===== src/rtl/ctt_pkg.sv =====
// Constants, field layout and types of the tick timer and halt wake block
package ctt_pkg;
	// Register addresses on the plain register port
	localparam logic [11:0] ADDR_TICK_CTRL   = 12'h310;
	localparam logic [11:0] ADDR_SYS_CTRL2   = 12'h311;
	localparam logic [11:0] ADDR_INT_STATUS  = 12'h312;
	localparam logic [11:0] ADDR_INT_MASK    = 12'h313;
	localparam logic [11:0] ADDR_WAKE_PEND   = 12'h314;
	// Tick timer control fields
	localparam int          TCC_RUN_BIT      = 0;
	localparam int          TCC_SEL_LSB      = 1;
	localparam logic [2:0]  TCC_RESET        = 3'h0;
	// System control two fields
	localparam int          SC2_DRIVE_DURING_STOP_BIT     = 0;
	localparam int          SC2_HALTM_LSB    = 2;
	localparam logic [1:0]  HALTM_RESET      = 2'h0;
	// Halt modes
	localparam logic [1:0]  HALT_STOP        = 2'h1;
	localparam logic [1:0]  HALT_LIGHT       = 2'h2;
	localparam logic [1:0]  HALT_OPER        = 2'h3;
	// Interrupt status bits
	localparam int          ST_TICK          = 0;
	localparam int          ST_WAKE          = 1;
	localparam int          ST_WARM          = 2;
	localparam logic [2:0]  ST_RESET         = 3'h0;
	localparam logic [2:0]  MASK_RESET       = 3'h0;
	// Wake sources: 0 nmi, 1..5 external zero..four, 6 tick; lower index wins
	localparam int          WAKE_EXT_W       = 6;
	localparam int          WAKE_W           = 7;
	localparam logic [6:0]  PEND_RESET       = 7'h00;
	// Tick counter
	localparam int          TICK_CNT_W       = 14;
	localparam logic [13:0] TICK_FULL        = 14'h3fff;
	// Halt entry window in prescaler clocks, warm-up default in CLK cycles
	localparam logic [2:0]  ENTRY_PRESC_CLKS = 3'h5;
	localparam logic [15:0] WARMUP_CYCLES_DEF = 16'h0400;

	typedef enum logic [3:0] {
		ST_RUN    = 4'b0001,
		ST_ENTER  = 4'b0010,
		ST_HALTED = 4'b0100,
		ST_WARMUP = 4'b1000
	} ctt_state_type;
endpackage


===== src/rtl/ctt_tick_timer_halt_wake.sv =====
// Tick timer with halt entry, held wake requests, stop indication and warm-up
//
// The plain strobed port was decided locally.
`timescale 1ns/1ps
// Operation
// RULE1: Selector codes 00..11 give tick intervals of 2^14..2^11 slow clocks.
// RULE2: Run bit low stops and clears the counter; high counts slow clock.
// RULE3: Software stops the tick timer before entering light standby.
// RULE4: Wakes during the five prescaler clock entry are held pending, except operating standby; the code holds them in stop and light modes only.
// RULE5: A wake after full entry ends halt; higher priority pending served first.
// RULE6: Stop output rises for stop mode halt unless drive during stop is set.
// RULE7: Leaving stop always runs warm-up before the system clock returns.
// RULE8: Undefined register bits read back as an unspecified value, here zero.
// RULE9: Each elapsed interval while running raises the tick request, a wake source.
// RULE10: Software writes zero to bit 7; all control bits reset to zero.
module ctt_tick_timer_halt_wake import ctt_pkg::*; #(
	parameter logic [15:0] WARMUP_CYCLES = WARMUP_CYCLES_DEF
) (
	// Clock and reset
	input  wire logic        CLK,
	input  wire logic        NRST,
	// Register port
	input  wire logic [11:0] REG_ADDR,
	input  wire logic [7:0]  REG_WDATA,
	input  wire logic        REG_WR,
	input  wire logic        REG_RD,
	output logic      [7:0]  REG_RDATA,
	// Slow clock pin
	input  wire logic        SLOW_CLK,
	// Halt sequencer
	input  wire logic        HALT_EXEC,
	input  wire logic        PRESCALER_TICK,
	output logic             STOP,
	output logic             SYS_CLK_EN,
	// Interrupt controller
	input  wire logic [5:0]  WAKE_IN,
	output logic             TICK_INTERRUPT,
	output logic             WAKE_SERVICE_REQ,
	output logic      [2:0]  WAKE_SERVICE_ID,
	input  wire logic        WAKE_SERVICE_ACK,
	output logic             IRQ
);
	logic                slow_s1_q;
	logic                slow_s2_q;
	logic                slow_s3_q;
	logic                slow_edge;
	logic [2:0]          tcc_q;
	logic                drive_during_stop_q;
	logic [1:0]          haltm_q;
	logic [2:0]          st_q;
	logic [2:0]          st_d;
	logic [2:0]          mask_q;
	logic [WAKE_W-1:0]   pend_q;
	logic [WAKE_W-1:0]   pend_d;
	logic [WAKE_W-1:0]   wake_ev;
	logic [WAKE_W-1:0]   ack_clr;
	logic [WAKE_W-1:0]   grant;
	logic [WAKE_W:0]     any_below;
	ctt_state_type       state_q;
	ctt_state_type       state_d;
	logic [1:0]          halt_mode_q;
	logic [1:0]          halt_mode_d;
	logic [2:0]          ent_cnt_q;
	logic [15:0]         warm_cnt_q;
	logic                entry_done;
	logic                warm_done;
	logic                hold_mode;
	logic                any_wake;
	logic                tick_pulse;
	logic                wr_tcc;
	logic                wr_sc2;
	logic                wr_mask;
	logic                rd_status;
	logic [7:0]          rd_val;
	logic [7:0]          rdata_q;
	logic                stop_q;
	logic                sysclk_q;
	logic                svc_req_q;
	logic [2:0]          svc_id_q;
	logic                halt_ended;
	logic                warm_finished;

	function automatic logic [2:0] ctt_index(input logic [WAKE_W-1:0] onehot);
		logic [2:0] idx;
		idx = 3'h0;
		for (int i = 0; i < WAKE_W; i++) begin
			if (onehot[i]) begin
				idx = 3'(i);
			end
		end
		return idx;
	endfunction

	// Slow clock pin synchroniser and edge detect
	always_ff @(posedge CLK or negedge NRST) begin
		if (!NRST) begin
			slow_s1_q <= 1'b0;
			slow_s2_q <= 1'b0;
			slow_s3_q <= 1'b0;
		end else begin
			slow_s1_q <= SLOW_CLK;
			slow_s2_q <= slow_s1_q;
			slow_s3_q <= slow_s2_q;
		end
	end
	assign slow_edge = slow_s2_q && !slow_s3_q;

	ctt_tick_counter u_tick (
		.clk       (CLK),
		.nrst      (NRST),
		.slow_edge (slow_edge),
		.run       (tcc_q[TCC_RUN_BIT]),
		.sel       (tcc_q[TCC_SEL_LSB +: 2]),
		.tick_q    (tick_pulse)
	);
	assign TICK_INTERRUPT = tick_pulse;

	// Register decode
	assign wr_tcc    = REG_WR && (REG_ADDR == ADDR_TICK_CTRL);
	assign wr_sc2    = REG_WR && (REG_ADDR == ADDR_SYS_CTRL2);
	assign wr_mask   = REG_WR && (REG_ADDR == ADDR_INT_MASK);
	assign rd_status = REG_RD && (REG_ADDR == ADDR_INT_STATUS);

	// RULE8 undefined bits read as zero
	assign rd_val = (REG_ADDR == ADDR_TICK_CTRL)  ? {5'h00, tcc_q} :
			(REG_ADDR == ADDR_SYS_CTRL2)  ? {4'h0, haltm_q, 1'b0, drive_during_stop_q} :
			(REG_ADDR == ADDR_INT_STATUS) ? {5'h00, st_q} :
			(REG_ADDR == ADDR_INT_MASK)   ? {5'h00, mask_q} :
			(REG_ADDR == ADDR_WAKE_PEND)  ? {1'b0, pend_q} : 8'h00;

	// RULE10 bit 7 is not stored
	always_ff @(posedge CLK or negedge NRST) begin
		if (!NRST) begin
			tcc_q   <= TCC_RESET;
			drive_during_stop_q  <= 1'b0;
			haltm_q <= HALTM_RESET;
			mask_q  <= MASK_RESET;
			rdata_q <= 8'h00;
		end else begin
			if (wr_tcc) begin
				tcc_q <= REG_WDATA[2:0];
			end
			if (wr_sc2) begin
				drive_during_stop_q  <= REG_WDATA[SC2_DRIVE_DURING_STOP_BIT];
				haltm_q <= REG_WDATA[SC2_HALTM_LSB +: 2];
			end
			if (wr_mask) begin
				mask_q <= REG_WDATA[2:0];
			end
			rdata_q <= REG_RD ? rd_val : 8'h00;
		end
	end
	assign REG_RDATA = rdata_q;

	// Halt sequence decode
	assign hold_mode  = (halt_mode_q == HALT_STOP) || (halt_mode_q == HALT_LIGHT);
	assign wake_ev    = {tick_pulse, WAKE_IN};
	assign any_wake   = |wake_ev;
	assign entry_done = PRESCALER_TICK && (ent_cnt_q == ENTRY_PRESC_CLKS - 3'h1);
	assign warm_done  = (warm_cnt_q == WARMUP_CYCLES - 16'h0001);
	assign halt_mode_d = (state_q == ST_RUN && HALT_EXEC) ? haltm_q : halt_mode_q;
	assign halt_ended    = (state_q == ST_HALTED) && any_wake;
	assign warm_finished = (state_q == ST_WARMUP) && warm_done;

	always_comb begin
		state_d = state_q;
		unique case (state_q)
			ST_RUN: begin
				if (HALT_EXEC) begin
					state_d = ST_ENTER;
				end
			end
			ST_ENTER: begin
				// RULE4 hold wakes in entry window
				if (!hold_mode && any_wake) begin
					state_d = ST_RUN;
				end else if (entry_done) begin
					state_d = ST_HALTED;
				end
			end
			ST_HALTED: begin
				// RULE5 new wake ends halt
				if (any_wake) begin
					state_d = (halt_mode_q == HALT_STOP) ? ST_WARMUP : ST_RUN;
				end
			end
			ST_WARMUP: begin
				// RULE7 warm-up before clock
				if (warm_done) begin
					state_d = ST_RUN;
				end
			end
		endcase
	end

	// Pending wakes, priority grant on next value
	assign ack_clr = WAKE_SERVICE_ACK ? (7'h01 << svc_id_q) : 7'h00;
	assign pend_d  = (pend_q & ~ack_clr) | wake_ev;
	assign any_below[0] = 1'b0;
	generate
		for (genvar i = 0; i < WAKE_W; i++) begin : g_prio
			// RULE5 lowest index wins
			assign grant[i]       = pend_d[i] && !any_below[i];
			assign any_below[i+1] = any_below[i] || pend_d[i];
		end
	endgenerate

	// Sticky status, set wins over read clear
	assign st_d = (st_q & (rd_status ? 3'h0 : 3'h7)) |
			{warm_finished, halt_ended, tick_pulse};
	assign IRQ  = |(st_q & mask_q);

	always_ff @(posedge CLK or negedge NRST) begin
		if (!NRST) begin
			state_q     <= ST_RUN;
			halt_mode_q <= HALTM_RESET;
			ent_cnt_q   <= 3'h0;
			warm_cnt_q  <= 16'h0000;
			pend_q      <= PEND_RESET;
			st_q        <= ST_RESET;
		end else begin
			state_q     <= state_d;
			halt_mode_q <= halt_mode_d;
			ent_cnt_q   <= (state_q != ST_ENTER) ? 3'h0 :
					PRESCALER_TICK ? ent_cnt_q + 3'h1 : ent_cnt_q;
			warm_cnt_q  <= (state_q == ST_WARMUP) ? warm_cnt_q + 16'h0001 : 16'h0000;
			pend_q      <= pend_d;
			st_q        <= st_d;
		end
	end

	// Outputs toward halt sequencer and interrupt controller
	always_ff @(posedge CLK or negedge NRST) begin
		if (!NRST) begin
			stop_q    <= 1'b0;
			sysclk_q  <= 1'b1;
			svc_req_q <= 1'b0;
			svc_id_q  <= 3'h0;
		end else begin
			// RULE6 stop indication
			stop_q    <= (state_d == ST_ENTER || state_d == ST_HALTED) &&
					(halt_mode_d == HALT_STOP) && !drive_during_stop_q;
			// RULE7 clock only after warm-up
			sysclk_q  <= (state_d != ST_WARMUP) && !(state_d == ST_HALTED &&
					(halt_mode_d == HALT_STOP || halt_mode_d == HALT_LIGHT));
			svc_req_q <= (state_d == ST_RUN) && (|pend_d);
			svc_id_q  <= ctt_index(grant);
		end
	end
	assign STOP             = stop_q;
	assign SYS_CLK_EN       = sysclk_q;
	assign WAKE_SERVICE_REQ = svc_req_q;
	assign WAKE_SERVICE_ID  = svc_id_q;
endmodule


===== src/rtl/ctt_tick_counter.sv =====
// Tick counter on slow clock edges with selectable period
`timescale 1ns/1ps
module ctt_tick_counter import ctt_pkg::*; (
	// Clock and reset
	input  wire logic        clk,
	input  wire logic        nrst,
	// Control
	input  wire logic        slow_edge,
	input  wire logic        run,
	input  wire logic [1:0]  sel,
	// Result
	output logic             tick_q
);
	logic [TICK_CNT_W-1:0] cnt_q;
	logic [TICK_CNT_W-1:0] cnt_d;
	logic [TICK_CNT_W-1:0] lim;
	logic                  wrap;

	// RULE1 period from selector
	assign lim   = TICK_FULL >> sel;
	// Compare with >= so a shortened period still wraps
	assign wrap  = run && slow_edge && (cnt_q >= lim);
	// RULE2 stop and clear
	assign cnt_d = !run ? '0 : wrap ? '0 : slow_edge ? cnt_q + 14'h0001 : cnt_q;

	always_ff @(posedge clk or negedge nrst) begin
		if (!nrst) begin
			cnt_q  <= '0;
			tick_q <= 1'b0;
		end else begin
			cnt_q  <= cnt_d;
			// RULE9 tick request
			tick_q <= wrap;
		end
	end
endmodule


===== config.mk =====
export PLATFORM = sky130hd
export DESIGN_NAME = ctt_tick_timer_halt_wake
export DESIGN_NICKNAME = d
export VERILOG_FILES = /design/src/rtl/ctt_pkg.sv /design/src/rtl/ctt_tick_timer_halt_wake.sv /design/src/rtl/ctt_tick_counter.sv
export SDC_FILE = /design/constraint.sdc
export NUM_CORES = 1
export LEC_CHECK = 0
export BUFFER_PORTS_ARGS = -buffer_cell sky130_fd_sc_hd__buf_2
export CELL_PAD_IN_SITES_DETAIL_PLACEMENT = 0
export CELL_PAD_IN_SITES_GLOBAL_PLACEMENT = 2
export CORE_UTILIZATION = 37
export CTS_BUF_LIST = sky130_fd_sc_hd__clkbuf_2
export DETAILED_ROUTE_END_ITERATION = 7
export PLACE_DENSITY_LB_ADDON = 0.1
export SLEW_MARGIN = 10
export SYNTH_ARGS = -nofsm -noshare
export SYNTH_HDL_FRONTEND = slang
export SYNTH_SLANG_ARGS = --single-unit
export TNS_END_PERCENT = 10

===== constraint.sdc =====
create_clock -name CLK -period 2.7 [get_ports CLK]
set_input_delay 0.81 -clock CLK [delete_from_list [all_inputs] [get_ports CLK]]
set_output_delay 0.81 -clock CLK [all_outputs]
set_load 0.05 [all_outputs]

Word level (Yosys, flattened, before mapping):

Index checks and enable logic that the tools add are counted.

* bits in registers: 75
* latch bits: 0
* RAM bits: 0
* ROM bits: 0
* input port bits: 34
* output and inout bits: 16
* word-level logic and storage cells: 126
* memories kept: 0

* add/sub/neg operators: 3
* multipliers: 0
* div/mod/pow operators: 0
* $lt $le $gt $ge: 1
* equality and inequality tests: 21
* shift operators: 2
* muxes and demuxes: 28
* bitwise logic cells: 6
* reductions and logical operators: 45

Operators by type and width (count)
* == test 12 x 10 -> 1 bit, second input constant: 5
* two-way mux 7 bit: 7
* two-way mux 14 bit: 3
* two-way mux 4 bit: 6
* logical AND 1 bit: 23
* two-way mux 3 bit: 6
* adder 16 x 1 -> 16 bit, second input constant: 1
* == test 16 x 10 -> 1 bit, second input constant: 1
* two-way mux 16 bit: 1
* one-hot mux 4 bit (4 select lines): 1
* adder 14 x 1 -> 14 bit, second input constant: 1
* >= comparator 14 bit: 1
* OR reduction 7 bit: 2
* right shift 14 x 2 -> 14 bit, first input constant: 1
* logical NOT 1 bit: 10
* == test 4 x 1 -> 1 bit, second input constant: 2
* == test 4 x 2 -> 1 bit, second input constant: 2
* == test 4 x 3 -> 1 bit, second input constant: 2
* logical OR 1 bit: 8
* bitwise AND 7 bit: 1
* inverter 7 bit: 1
* bitwise OR 7 bit: 1
* << shifter 1 x 3 -> 7 bit, first input constant: 1
* bitwise AND 3 bit: 2
* other kinds (13): 17

Logic depth before layout (Yosys ltp):

Gate-level depths: netlist (run 1).

* depth in word-level cells: 13
* mapped depth: 8
* mapped depth without buffers: 7

Modules after synthesis:

Synthesis (run 1) repeated with hierarchy kept, for this count alone.

* cells, all modules: 380
* area, all modules: 3931.3 sq um

By module, submodules not included
* ctt_tick_timer_halt_wake: times used 1, cells each 271, area each 2954.1 sq um, sequential area each 1503.9 sq um
* ctt_tick_counter: times used 1, cells each 109, area each 977.2 sq um, sequential area each 375.4 sq um

Least setup slack after synthesis (run 1):

No wires, ideal clock.

* kind: input to register
* start point: input REG_ADDR[3]
* end point: register rdata_q[0], in the netlist REG_RDATA[0]
* setup time: 0.123 ns
* arrival time: 2.309 ns
* required time: 2.577 ns
* slack: 0.269 ns
* stages: 4
* buffers on the path: 0
* cell sequence: or3b_1 > or4_1 > or3_1 > o221a_2

* word-level cells in the longest chain between the ends: 7
* elaborated cells between the ends (all ways): 11
* classes of those cells: eq/ne: 5; mux: 6

RTL lines
* start, declared: line ctt_tick_timer_halt_wake.sv:23 `input wire logic [11:0] REG_ADDR,`
* == test 12 x 10 -> 1 bit: line ctt_tick_timer_halt_wake.sv:129 `(REG_ADDR == ADDR_WAKE_PEND) ? {1'b0, pend_q} : 8'h00;`
* two-way mux 7 bit: line ctt_tick_timer_halt_wake.sv:129
* two-way mux 7 bit: line ctt_tick_timer_halt_wake.sv:128 `(REG_ADDR == ADDR_INT_MASK) ? {5'h00, mask_q} :`
* two-way mux 7 bit: line ctt_tick_timer_halt_wake.sv:127 `(REG_ADDR == ADDR_INT_STATUS) ? {5'h00, st_q} :`
* two-way mux 7 bit: line ctt_tick_timer_halt_wake.sv:126 `(REG_ADDR == ADDR_SYS_CTRL2) ? {4'h0, haltm_q, 1'b0, drive_during_stop_q} :`
* two-way mux 7 bit (*): line ctt_tick_timer_halt_wake.sv:125 `assign rd_val = (REG_ADDR == ADDR_TICK_CTRL) ? {5'h00, tcc_q} :`
* two-way mux 7 bit (*): line ctt_tick_timer_halt_wake.sv:150 `rdata_q <= REG_RD ? rd_val : 8'h00;`
* end signal, assigned: line ctt_tick_timer_halt_wake.sv:150
* end, declared: line ctt_tick_timer_halt_wake.sv:75 `logic [7:0] rdata_q;`

Mark *: on every way between the ends. The rest lies on a longest branch, timed or not.
A chain may end at the register's enable or synchronous reset.

Worst setup path after layout (run 1):

* start point: register st_q[1]
* end point: output IRQ

* word-level cells in the longest chain between the ends: 2

RTL lines
* start, declared: line ctt_tick_timer_halt_wake.sv:50 `logic [2:0] st_q;`
* start signal, assigned: line ctt_tick_timer_halt_wake.sv:228 `st_q <= st_d;`
* bitwise AND 3 bit: line ctt_tick_timer_halt_wake.sv:211 `assign IRQ = |(st_q & mask_q);`
* OR reduction 3 bit: line ctt_tick_timer_halt_wake.sv:211
* end, declared: line ctt_tick_timer_halt_wake.sv:41 `output logic IRQ`

No other way between the ends.

==> results of run 1 <==
where the power goes:
part / switching [mW] / internal (mW) / total [mW]
registers: 0.0443 / 1.17 / 1.21
clock network: 0.397 / 0.295 / 0.692
logic: 0.187 / 0.117 / 0.305
total: 0.629 / 1.58 / 2.21
cells by family (layout without fill, tap and decap cells):
group	after synthesis	after routing	synth area share
xor gates and xnor gates	17	17	0.0394
other	1	1	0.000993
adders and majority gates	9	9	0.0298
buffers and inverters	29	92	0.0318
muxes	13	13	0.0378
and+or+nand+nor	163	163	0.249
AOI/OAI and AO/OA	63	63	0.114
DFF	75	75	0.498
state kept, by name, summed over array words and instances (netlist names), 2 cells and up:
name / flops
pend_q: 7
halt_mode_q: 2
REG_RDATA: 7
state_q: 4
WAKE_SERVICE_ID: 3
mask_q: 3
ent_cnt_q: 3
warm_cnt_q: 16
u_tick.cnt_q: 14
tcc_q: 3
haltm_q: 2
st_q: 3
worst max-delay path, delay by kind of cell, from the launching register on:
family | cells | cell delay (ns)
buf+inv | 2 | 0.28
flops | 1 | 0.45
compound gates | 1 | 0.35
stage by stage:
| stage | setup WS (ns) | instances | cell area [um^2] |
|---|---|---|---|
| 3_3_place_gp | 0.145 | 550 | 4220 |
| 6_report | 0.328 | 566 | 4350 |
| 3_5_place_dp | 0.140 | 550 | 4220 |
| 4_1_cts | 0.284 | 566 | 4350 |
| 2_1_floorplan | 0.269 | 370 | 3780 |
| 5_1_grt | 0.208 | 566 | 4350 |
synth_stat cells, drive strengths merged (5+ instances only):
library cell  number
nand4              7
o311ai             6
nand2b             7
ha                 9
nand2             28
or2                7
nand3             22
nor2b              6
a21oi             15
clkbuf             6
and3               5
or3                6
dfrtp             73
o21ai             15
xor2               8
inv               21
or4                5
nand4b             5
mux2              10
nor3              11
xnor2              9
nor2              29
layout by cell type (no fill, tap or decap), types with 10 or more instances in the layout:
cell     count
buf_2       43
inv_1       21
mux2_2      10
nand2_1     28
a21oi_1     15
dfrtp_1     73
nor3_1      11
nor2_1      29
o21ai_0     15
buf_4       11
nand3_1     22
path summary, 6_finish.rpt:
kind	endpoint	cells after the start	slack, ns
setup / recovery	IRQ	3	0.33
hold reg to reg	slow_s2_q$_DFF_PN0_	0	0.42
hold / removal	warm_cnt_q[8]$_DFF_PN0_	1	0.24
max in group asynchronous	st_q[2]$_DFF_PN0_	2	1.86
min in group CLK	slow_s1_q$_DFF_PN0_	1	0.38
setup reg to reg	WAKE_SERVICE_REQ$_DFF_PN0_	4	0.50
routing by layer:
metal / vias up / share of wire / GRT usage
li1: 1454 / - / -
met1: 1428 / 0.50 / 0.244
met2: 38 / 0.46 / 0.283
met3: 11 / 0.028 / 0.0271
met4: 0 / 0.014 / 0.0618
met5: - / 0 / 0
area by class of cell:
| cell class | count | area [um^2] |
|---|---|---|
| fill | 1023 | 5470 |
| sequential | 75 | 1880 |
| multi-input combinational | 266 | 1780 |
| timing repair buffer | 55 | 318 |
| tap | 133 | 166 |
| clock inverter | 7 | 82.6 |
| inverter | 21 | 78.8 |
| clock buffer | 9 | 45.0 |
==> impl_metrics.tcl, run 1 <==
set metrics [dict create \
    antenna_found_initial 0 \
    syn_avg_cell_area_um2 10.2 \
    grt_pass1_wl_um 14100 \
    start_util 0.385 \
    yosys_warnings 0 \
    cp-startpoint "st_q[1]$_DFF_PN0_" \
    maxCapViolCount 0 \
    synthCells 370 \
    io_buffers 44 \
    post-route-util 0.443 \
    regToRegStartpoint "state_q[2]$_DFF_PN0_" \
    ir_drop_uv 302 \
    grt_pass1_vias 2808 \
    hold_buffers 0 \
    async_flop_share 1.00 \
    gr-total-overflow 0 \
    row_count 36 \
    drive_above_1_share 0.219 \
    setup_viol 0 \
    die_area_um2 10600 \
    cp.required_ns 1.89 \
    clkTransAtPathRegs_ns 0.22 \
    pin_count 50 \
    numCtsBuffers 9 \
    fin_nets 471 \
    final_antenna_net_count 0 \
    die_x_um 103 \
    hpwlAfterDp_um 6260 \
    clock_latency_ns 0.51 \
    outcome "finished, final reports clean" \
    synth_enable_flop_cells 0 \
    rsz0062_at_grt "no" \
    via_count 2931 \
    htree_levels 3 \
    worstPathArrival_ns 1.56 \
    cts_resized 0 \
    drt_pass1_iterations 6 \
    critPathMaxStageDelay_ns 0.45 \
    ys_types 56 \
    hold_path_class "input pin to async pin" \
    finalHoldViolCount 0 \
    grt_usage 0.177 \
    leakage_nw 1.93 \
    holdWs_ns 0.243 \
    end_kind "output port" \
    cts_tree "yes" \
    cts_setup_buffers 0 \
    wl_per_cell_um 15.1 \
    die_h_um 103 \
    cp_slowest_cell "dfrtp_1" \
    clockBufferDepth 2 \
    area_growth_pct 15.1 \
    cp-start-kind "flip-flop" \
    worst_pin_slew_ns 0.512 \
    grt_max_degree 40 \
    power.total_mw 2.21 \
    ys_seq_area_frac 0.498 \
    drc 0 \
    finClkSkew_ns 0.0318 \
    gp_congestion 0.772 \
    min_period_ns 2.37 \
    cp_cell_sequence "a222oi_1, inv_1, buf_2" \
    max_freq_mhz 422 \
    ys_ff_latch 75 \
    cts_sinks 75 \
    cts_root_buffer "clkbuf_2" \
    core_um2 9820 \
    fin_crit_sh 0.879 \
    yosysTopAreaCell "dfrtp_1" \
    n_antenna_cell 0 \
    synth_top_area_share 0.484 \
    critPathMaxFanout 3 \
    wirelength_um 8570 \
    power-per-cell-area_nw_per_um2 508 \
    critical_path_class "flip-flop to output port" \
    synth_nets 413 \
    slew_headroom 0.659 \
    syn_area_um2 3780 \
    synth_area_leaders "dfrtp_1 48%, ha_1 3.0%, mux2_2 3.0%" \
    slew_violations 0 \
    drtIter0Drc 108 \
    fin_setup_tns_ns 0 \
    synth_ff_type "dfrtp_1" \
    routed_via_density 5.18 \
]
Power figures use the tool's default switching activity.
==> inputs of run 2 (changes only) <==
- CTS_CLUSTER_SIZE: default -> 40
- SYNTH_HIERARCHICAL: default -> 1
==> run 2 against run 1 <==
Effect of this change: design area is 1.8% higher; worst hold slack better by 0.017 ns; combinational power hardly changed; synthesized area is 4.1% higher; die area is 4.0% higher; critical endpoint unchanged.
==> impl_metrics.tcl, run 2 <==
set metrics [dict create \
    outcome "finished, final reports clean" \
    clock_latency_ns 0.51 \
    antenna_found_initial 0 \
    cts_tree "yes" \
    start_util 0.381 \
    finClkSkew_ns 0.0260 \
    max_freq_mhz 411 \
    grt_max_degree 76 \
    cp.required_ns 1.89 \
    hold_path_class "input pin to async pin" \
    cts_resized 0 \
    hold_buffers 0 \
    pin_count 50 \
    drt_pass1_iterations 4 \
    fin_crit_sh 0.902 \
    htree_levels 3 \
    dp.cells 556 \
    yosysTopAreaCell "dfrtp_1" \
    regToRegStartpoint "tcc_q[1]$_DFFE_PN0P_" \
    cts_setup_buffers 0 \
    cp-startpoint "st_q[1]$_DFF_PN0_" \
    cp-start-kind "flip-flop" \
    synth_enable_flop_cells 0 \
    numCtsBuffers 9 \
    hpwlAfterDp_um 6170 \
    cts_sinks 75 \
    largest_reg_flops 16 \
    n_antenna_cell 0 \
    critPathMaxFanout 3 \
    syn_avg_cell_area_um2 10.3 \
    grt_usage 0.171 \
    ys_types 81 \
    via_count 3038 \
    power-per-cell-area_nw_per_um2 482 \
    grt_pass1_wl_um 14800 \
    regMostFlops "warm_cnt_q" \
    synthTopCellsByCount "73 x dfrtp_1, 32 x nor2_1, 28 x nand2_1, 24 x inv_1, 19 x nand3_1" \
    dp_slack_ns 0.0980 \
    met3_length_um 294 \
    async_flop_share 1.00 \
    final_common_cell "dfrtp_1" \
    synthCells 380 \
    worstPathArrival_ns 1.63 \
    row_count 37 \
    synth_ff_type "dfrtp_1" \
    drc 0 \
    ys_ff_latch 75 \
    gr-total-overflow 0 \
    setup_viol 0 \
    core_um2 10300 \
    routed_via_density 5.31 \
    multi_input_area_um2 1880 \
    cts_root_buffer "clkbuf_2" \
    ys_seq_area_frac 0.478 \
    ir_drop_uv 214 \
    maxCapViolCount 0 \
    slew_violations 0 \
    area_growth_pct 12.6 \
    die_h_um 105 \
    final_antenna_net_count 0 \
    die_x_um 105 \
    synth_area_leaders "dfrtp_1 46%, nor2_1 3.1%, ha_1 2.9%" \
    end_kind "output port" \
    drive_above_1_share 0.229 \
    slew_headroom 0.465 \
    finalHoldViolCount 0 \
    critical_path_class "flip-flop to output port" \
    syn_area_um2 3930 \
    wl_per_cell_um 15.1 \
    yosys_warnings 6 \
    wirelength_um 8650 \
    io_buffers 44 \
    synth_top_area_share 0.465 \
    gp_congestion 0.775 \
    synth.most_common_cell "dfrtp_1" \
    rsz0062_at_grt "no" \
    grt_pass1_vias 2980 \
    clkTransAtPathRegs_ns 0.21 \
    seq_area_um2 1880 \
    top_layer_used "met4" \
    fin_cells 572 \
    fin_setup_tns_ns 0 \
    wl_met2_um 3830 \
    drtIter0Drc 124 \
    reg_top3 "warm_cnt_q: 16 flops, u_tick/cnt_q: 14 flops" \
    min_period_ns 2.44 \
    worst_slack_ns 0.264 \
    worst_pin_slew_ns 0.801 \
    fill_cells 1024 \
    layout_common_cells "73 x dfrtp_1, 43 x buf_2, 32 x nor2_1" \
    drt-met1-wl_um 4430 \
    clockBufferDepth 2 \
    fin_nets 474 \
    synth_nets 423 \
    die_area_um2 11000 \
    leakage_nw 1.95 \
]
==> run 2: changes by cell type in the layout (fill, tap and decap cells not counted), moves of 4 or more <==
| cell | delta |
|---|---|
| nand4_1 | +4 |
| nand2b_1 | -4 |
| clkinv_1 | -4 |
| a31oi_1 | +12 |
| or2_2 | -5 |
| mux2_2 | -6 |
| o21ai_0 | -11 |
| o311ai_0 | -6 |
==> run 2: power by group <==
part	internal, mW	switching [mW]	leakage, nW
combinational	0.124	0.179	0.885
sequential	1.17	0.0450	0.995
clock	0.226	0.392	0.0722
==> run 2: layout make-up <==
cell class | count | area share
sequential | 75 | 0.425
tap | 136 | 0.0384
clock buffer | 12 | 0.0136
clock inverter | 4 | 0.0116
timing repair buffer | 52 | 0.0667
multi-input combinational | 269 | 0.425
inverter | 24 | 0.0204
==> run 2: layer usage <==
layer	global-route usage	vias to the layer above
met5	0	-
met4	0.0443	0
met3	0.0487	7
met2	0.254	48
li1	-	1494
met1	0.243	1489
==> run 2: metrics by stage <==
stage | hold slack, ns | util | area (um^2) | total power, mW
4_1_cts | 0.239 | 0.429 | 4430 | 2.18
6_report | 0.260 | 0.429 | 4430 | 2.13
5_1_grt | 0.206 | 0.429 | 4430 | 2.27
2_1_floorplan | 0.331 | - | 3930 | 1.44
3_3_place_gp | 0.342 | 0.418 | 4320 | 1.53
3_5_place_dp | 0.336 | 0.418 | 4320 | 1.54
==> run 2: worst max-delay path, stage by stage (launching register included) <==
cell and delay [ns]:
dfrtp_1 0.46, a222oi_1 0.38, inv_1 0.06, buf_2 0.21
==> run 2: cell families after synthesis <==
group           synth area share
fa+ha+maj                 0.0286
buf+inv                   0.0449
compound gates             0.122
flops                      0.478
xor+xnor                  0.0379
simple gates               0.249
other cells             0.000954
mux                       0.0391
==> run 2: final timing paths <==
| kind | to | slack [ns] | cells past startpoint |
|---|---|---|---|
| setup / recovery | IRQ | 0.26 | 3 |
| hold / removal | REG_RDATA[6]$_DFF_PN0_ | 0.26 | 2 |
| max in group asynchronous | tcc_q[1]$_DFFE_PN0P_ | 2.06 | 2 |
| setup reg to reg | u_tick/cnt_q[10]$_DFFE_PN0P_ | 0.46 | 7 |
| hold reg to reg | slow_s2_q$_DFF_PN0_ | 0.38 | 0 |
| min in group CLK | slow_s2_q$_DFF_PN0_ | 0.38 | 0 |
==> inputs of run 3 (changes only) <==
- PLACE_DENSITY: default -> 0.8
- PLACE_DENSITY_LB_ADDON: 0.1 -> default
- TNS_END_PERCENT: 10 -> default
==> run 3 against run 2 <==
Effect of this change: first-iteration DRC count increased by 14%; non-clock buffer count rose by 2; combinational power about the same; setup slack lost 0.015 ns; register-to-register slack lost 0.15 ns; global-route usage fell by 0.25 points; total power grew 4.9%; maximum frequency decreased by 0.63%; cell count increased by 0.35%; flip-flop and latch count unchanged; highest routed layer unchanged.
==> impl_metrics.tcl, run 3 (synthesis results as in run 2) <==
set metrics [dict create \
    maxCapViolCount 0 \
    fin_nets 476 \
    min_period_ns 2.45 \
    via_count 3040 \
    crit_family "flip-flops" \
    dp.cells 558 \
    ir_drop_uv 227 \
    die_x_um 105 \
    placedInstanceArea_um2 4320 \
    drt_pass1_iterations 4 \
    ff2ff_setup_slack_ns 0.31 \
    n_antenna_cell 0 \
    cp.required_ns 1.89 \
    worst_pin_slew_ns 0.781 \
    rsz0062_at_grt "no" \
    wl_per_cell_um 14.9 \
    routed_via_density 5.30 \
    hold_path_class "input pin to async pin" \
    antenna_found_initial 0 \
    fill_cells 1016 \
    regToRegStartpoint "tcc_q[1]$_DFFE_PN0P_" \
    critical_path_class "flip-flop to output port" \
    die_area_um2 11000 \
    drtIter0Drc 141 \
    clkTransAtPathRegs_ns 0.23 \
    clock_latency_ns 0.51 \
    slew_violations 0 \
    cp_num_buf_inv 2 \
    fin_setup_tns_ns 0 \
    cts_tree "yes" \
    post-route-util 0.432 \
    start_util 0.381 \
    drive_above_1_share 0.233 \
    grt_max_degree 59 \
    cp_slowest_cell "dfrtp_1" \
    multi_input_area_um2 1880 \
    row_count 37 \
    grt_pass1_vias 2948 \
    area_growth_pct 13.4 \
    end_kind "output port" \
    fin_cells 574 \
    cts_setup_buffers 0 \
    layout_common_cells "73 x dfrtp_1, 43 x buf_2, 32 x nor2_1" \
    final_antenna_net_count 0 \
    cts_sinks 75 \
    io_buffers 44 \
    slew_headroom 0.478 \
    critPathMaxFanout 3 \
    gp_congestion 0.789 \
    grt_pass1_wl_um 14600 \
    ff2ff_path_depth 7 \
    hpwlAfterDp_um 6310 \
    cp-start-kind "flip-flop" \
    seq_area_um2 1880 \
    worstPathArrival_ns 1.64 \
    cts_resized 0 \
    reg_top3 "warm_cnt_q: 16 flops, u_tick/cnt_q: 14 flops" \
    finClkSkew_ns 0.0322 \
    htree_levels 3 \
    regToRegEndpoint "u_tick/cnt_q[10]$_DFFE_PN0P_" \
    max_freq_mhz 408 \
    fin_crit_sh 0.908 \
    finalHoldViolCount 0 \
    critPathMaxStageDelay_ns 0.49 \
    grt_usage 0.168 \
    gr-total-overflow 0 \
    design_area_um2 4460 \
    largest_reg_flops 16 \
    leakage_nw 1.96 \
    hold_buffers 0 \
    final_common_cell "dfrtp_1" \
    power-per-cell-area_nw_per_um2 502 \
    outcome "finished, final reports clean" \
    setup_viol 0 \
    drc 0 \
    wirelength_um 8550 \
    numCtsBuffers 9 \
    clockBufferDepth 2 \
    pin_count 50 \
    core_um2 10300 \
    die_h_um 105 \
    cp_cell_sequence "a222oi_1, inv_1, buf_2" \
    cts_root_buffer "clkbuf_2" \
    crit_cells 3 \
    regMostFlops "warm_cnt_q" \
]
-- run 3: changes by cell type in the layout (fill, tap and decap cells not counted) --
cell,change
clkinvlp_4,+1
buf_12,-1
clkbuf_2,-2
clkinv_4,-1
buf_4,+3
inv_6,+1
bufinv_16,+1
-- run 3: worst max path at each step --
stage / slack (ns) / to / startpoint
after CTS: 0.18 / IRQ / st_q[1]$_DFF_PN0_
after detailed placement: 0.10 / tcc_q[0]$_DFFE_PN0P_ / REG_ADDR[3]
after floorplan: 0.27 / drive_during_stop_q$_DFFE_PN0P_ / REG_ADDR[3]
after global routing: 0.1 / IRQ / st_q[1]$_DFF_PN0_
after global placement: 0.12 / tcc_q[2]$_DFFE_PN0P_ / REG_ADDR[3]
final: 0.25 / IRQ / st_q[1]$_DFF_PN0_
-- run 3: layout make-up --
cell class,count,share of cell area
clock buffers,10,0.0112
clock inverters,6,0.0199
inverters,24,0.0202
multi-input cells,269,0.422
flip-flops and latches,75,0.422
well taps,136,0.0382
repair buffers,54,0.0668
-- run 3: per-layer routing --
layer  track usage  wire length, um
met2         0.261             3920
met4        0.0433               61
met1         0.235             4310
met5             0                0
met3        0.0405              262
-- run 3: per-stage QoR --
| step | total power [mW] | setup WS [ns] | hold slack [ns] |
|---|---|---|---|
| after floorplan | 1.44 | 0.266 | 0.331 |
| after global placement | 1.53 | 0.121 | 0.340 |
| after detailed placement | 1.53 | 0.104 | 0.342 |
| after CTS | 2.28 | 0.180 | 0.281 |
| after global routing | 2.36 | 0.0999 | 0.298 |
| final | 2.24 | 0.249 | 0.310 |
-- run 3: power by group --
group / total, mW / switching [mW] / internal (mW)
Combinational: 0.300 / 0.177 / 0.122
Sequential: 1.21 / 0.0408 / 1.17
Clock: 0.729 / 0.418 / 0.311
-- run 3: worst register-to-register path, cell delays in order, from the launching register on --
cell and delay (ns):
dfrtp_1 0.46, or2_2 0.31, ha_1 0.33, nand3_1 0.08
or4_1 0.59, buf_4 0.25, a41oi_1 0.20, a31oi_1 0.06
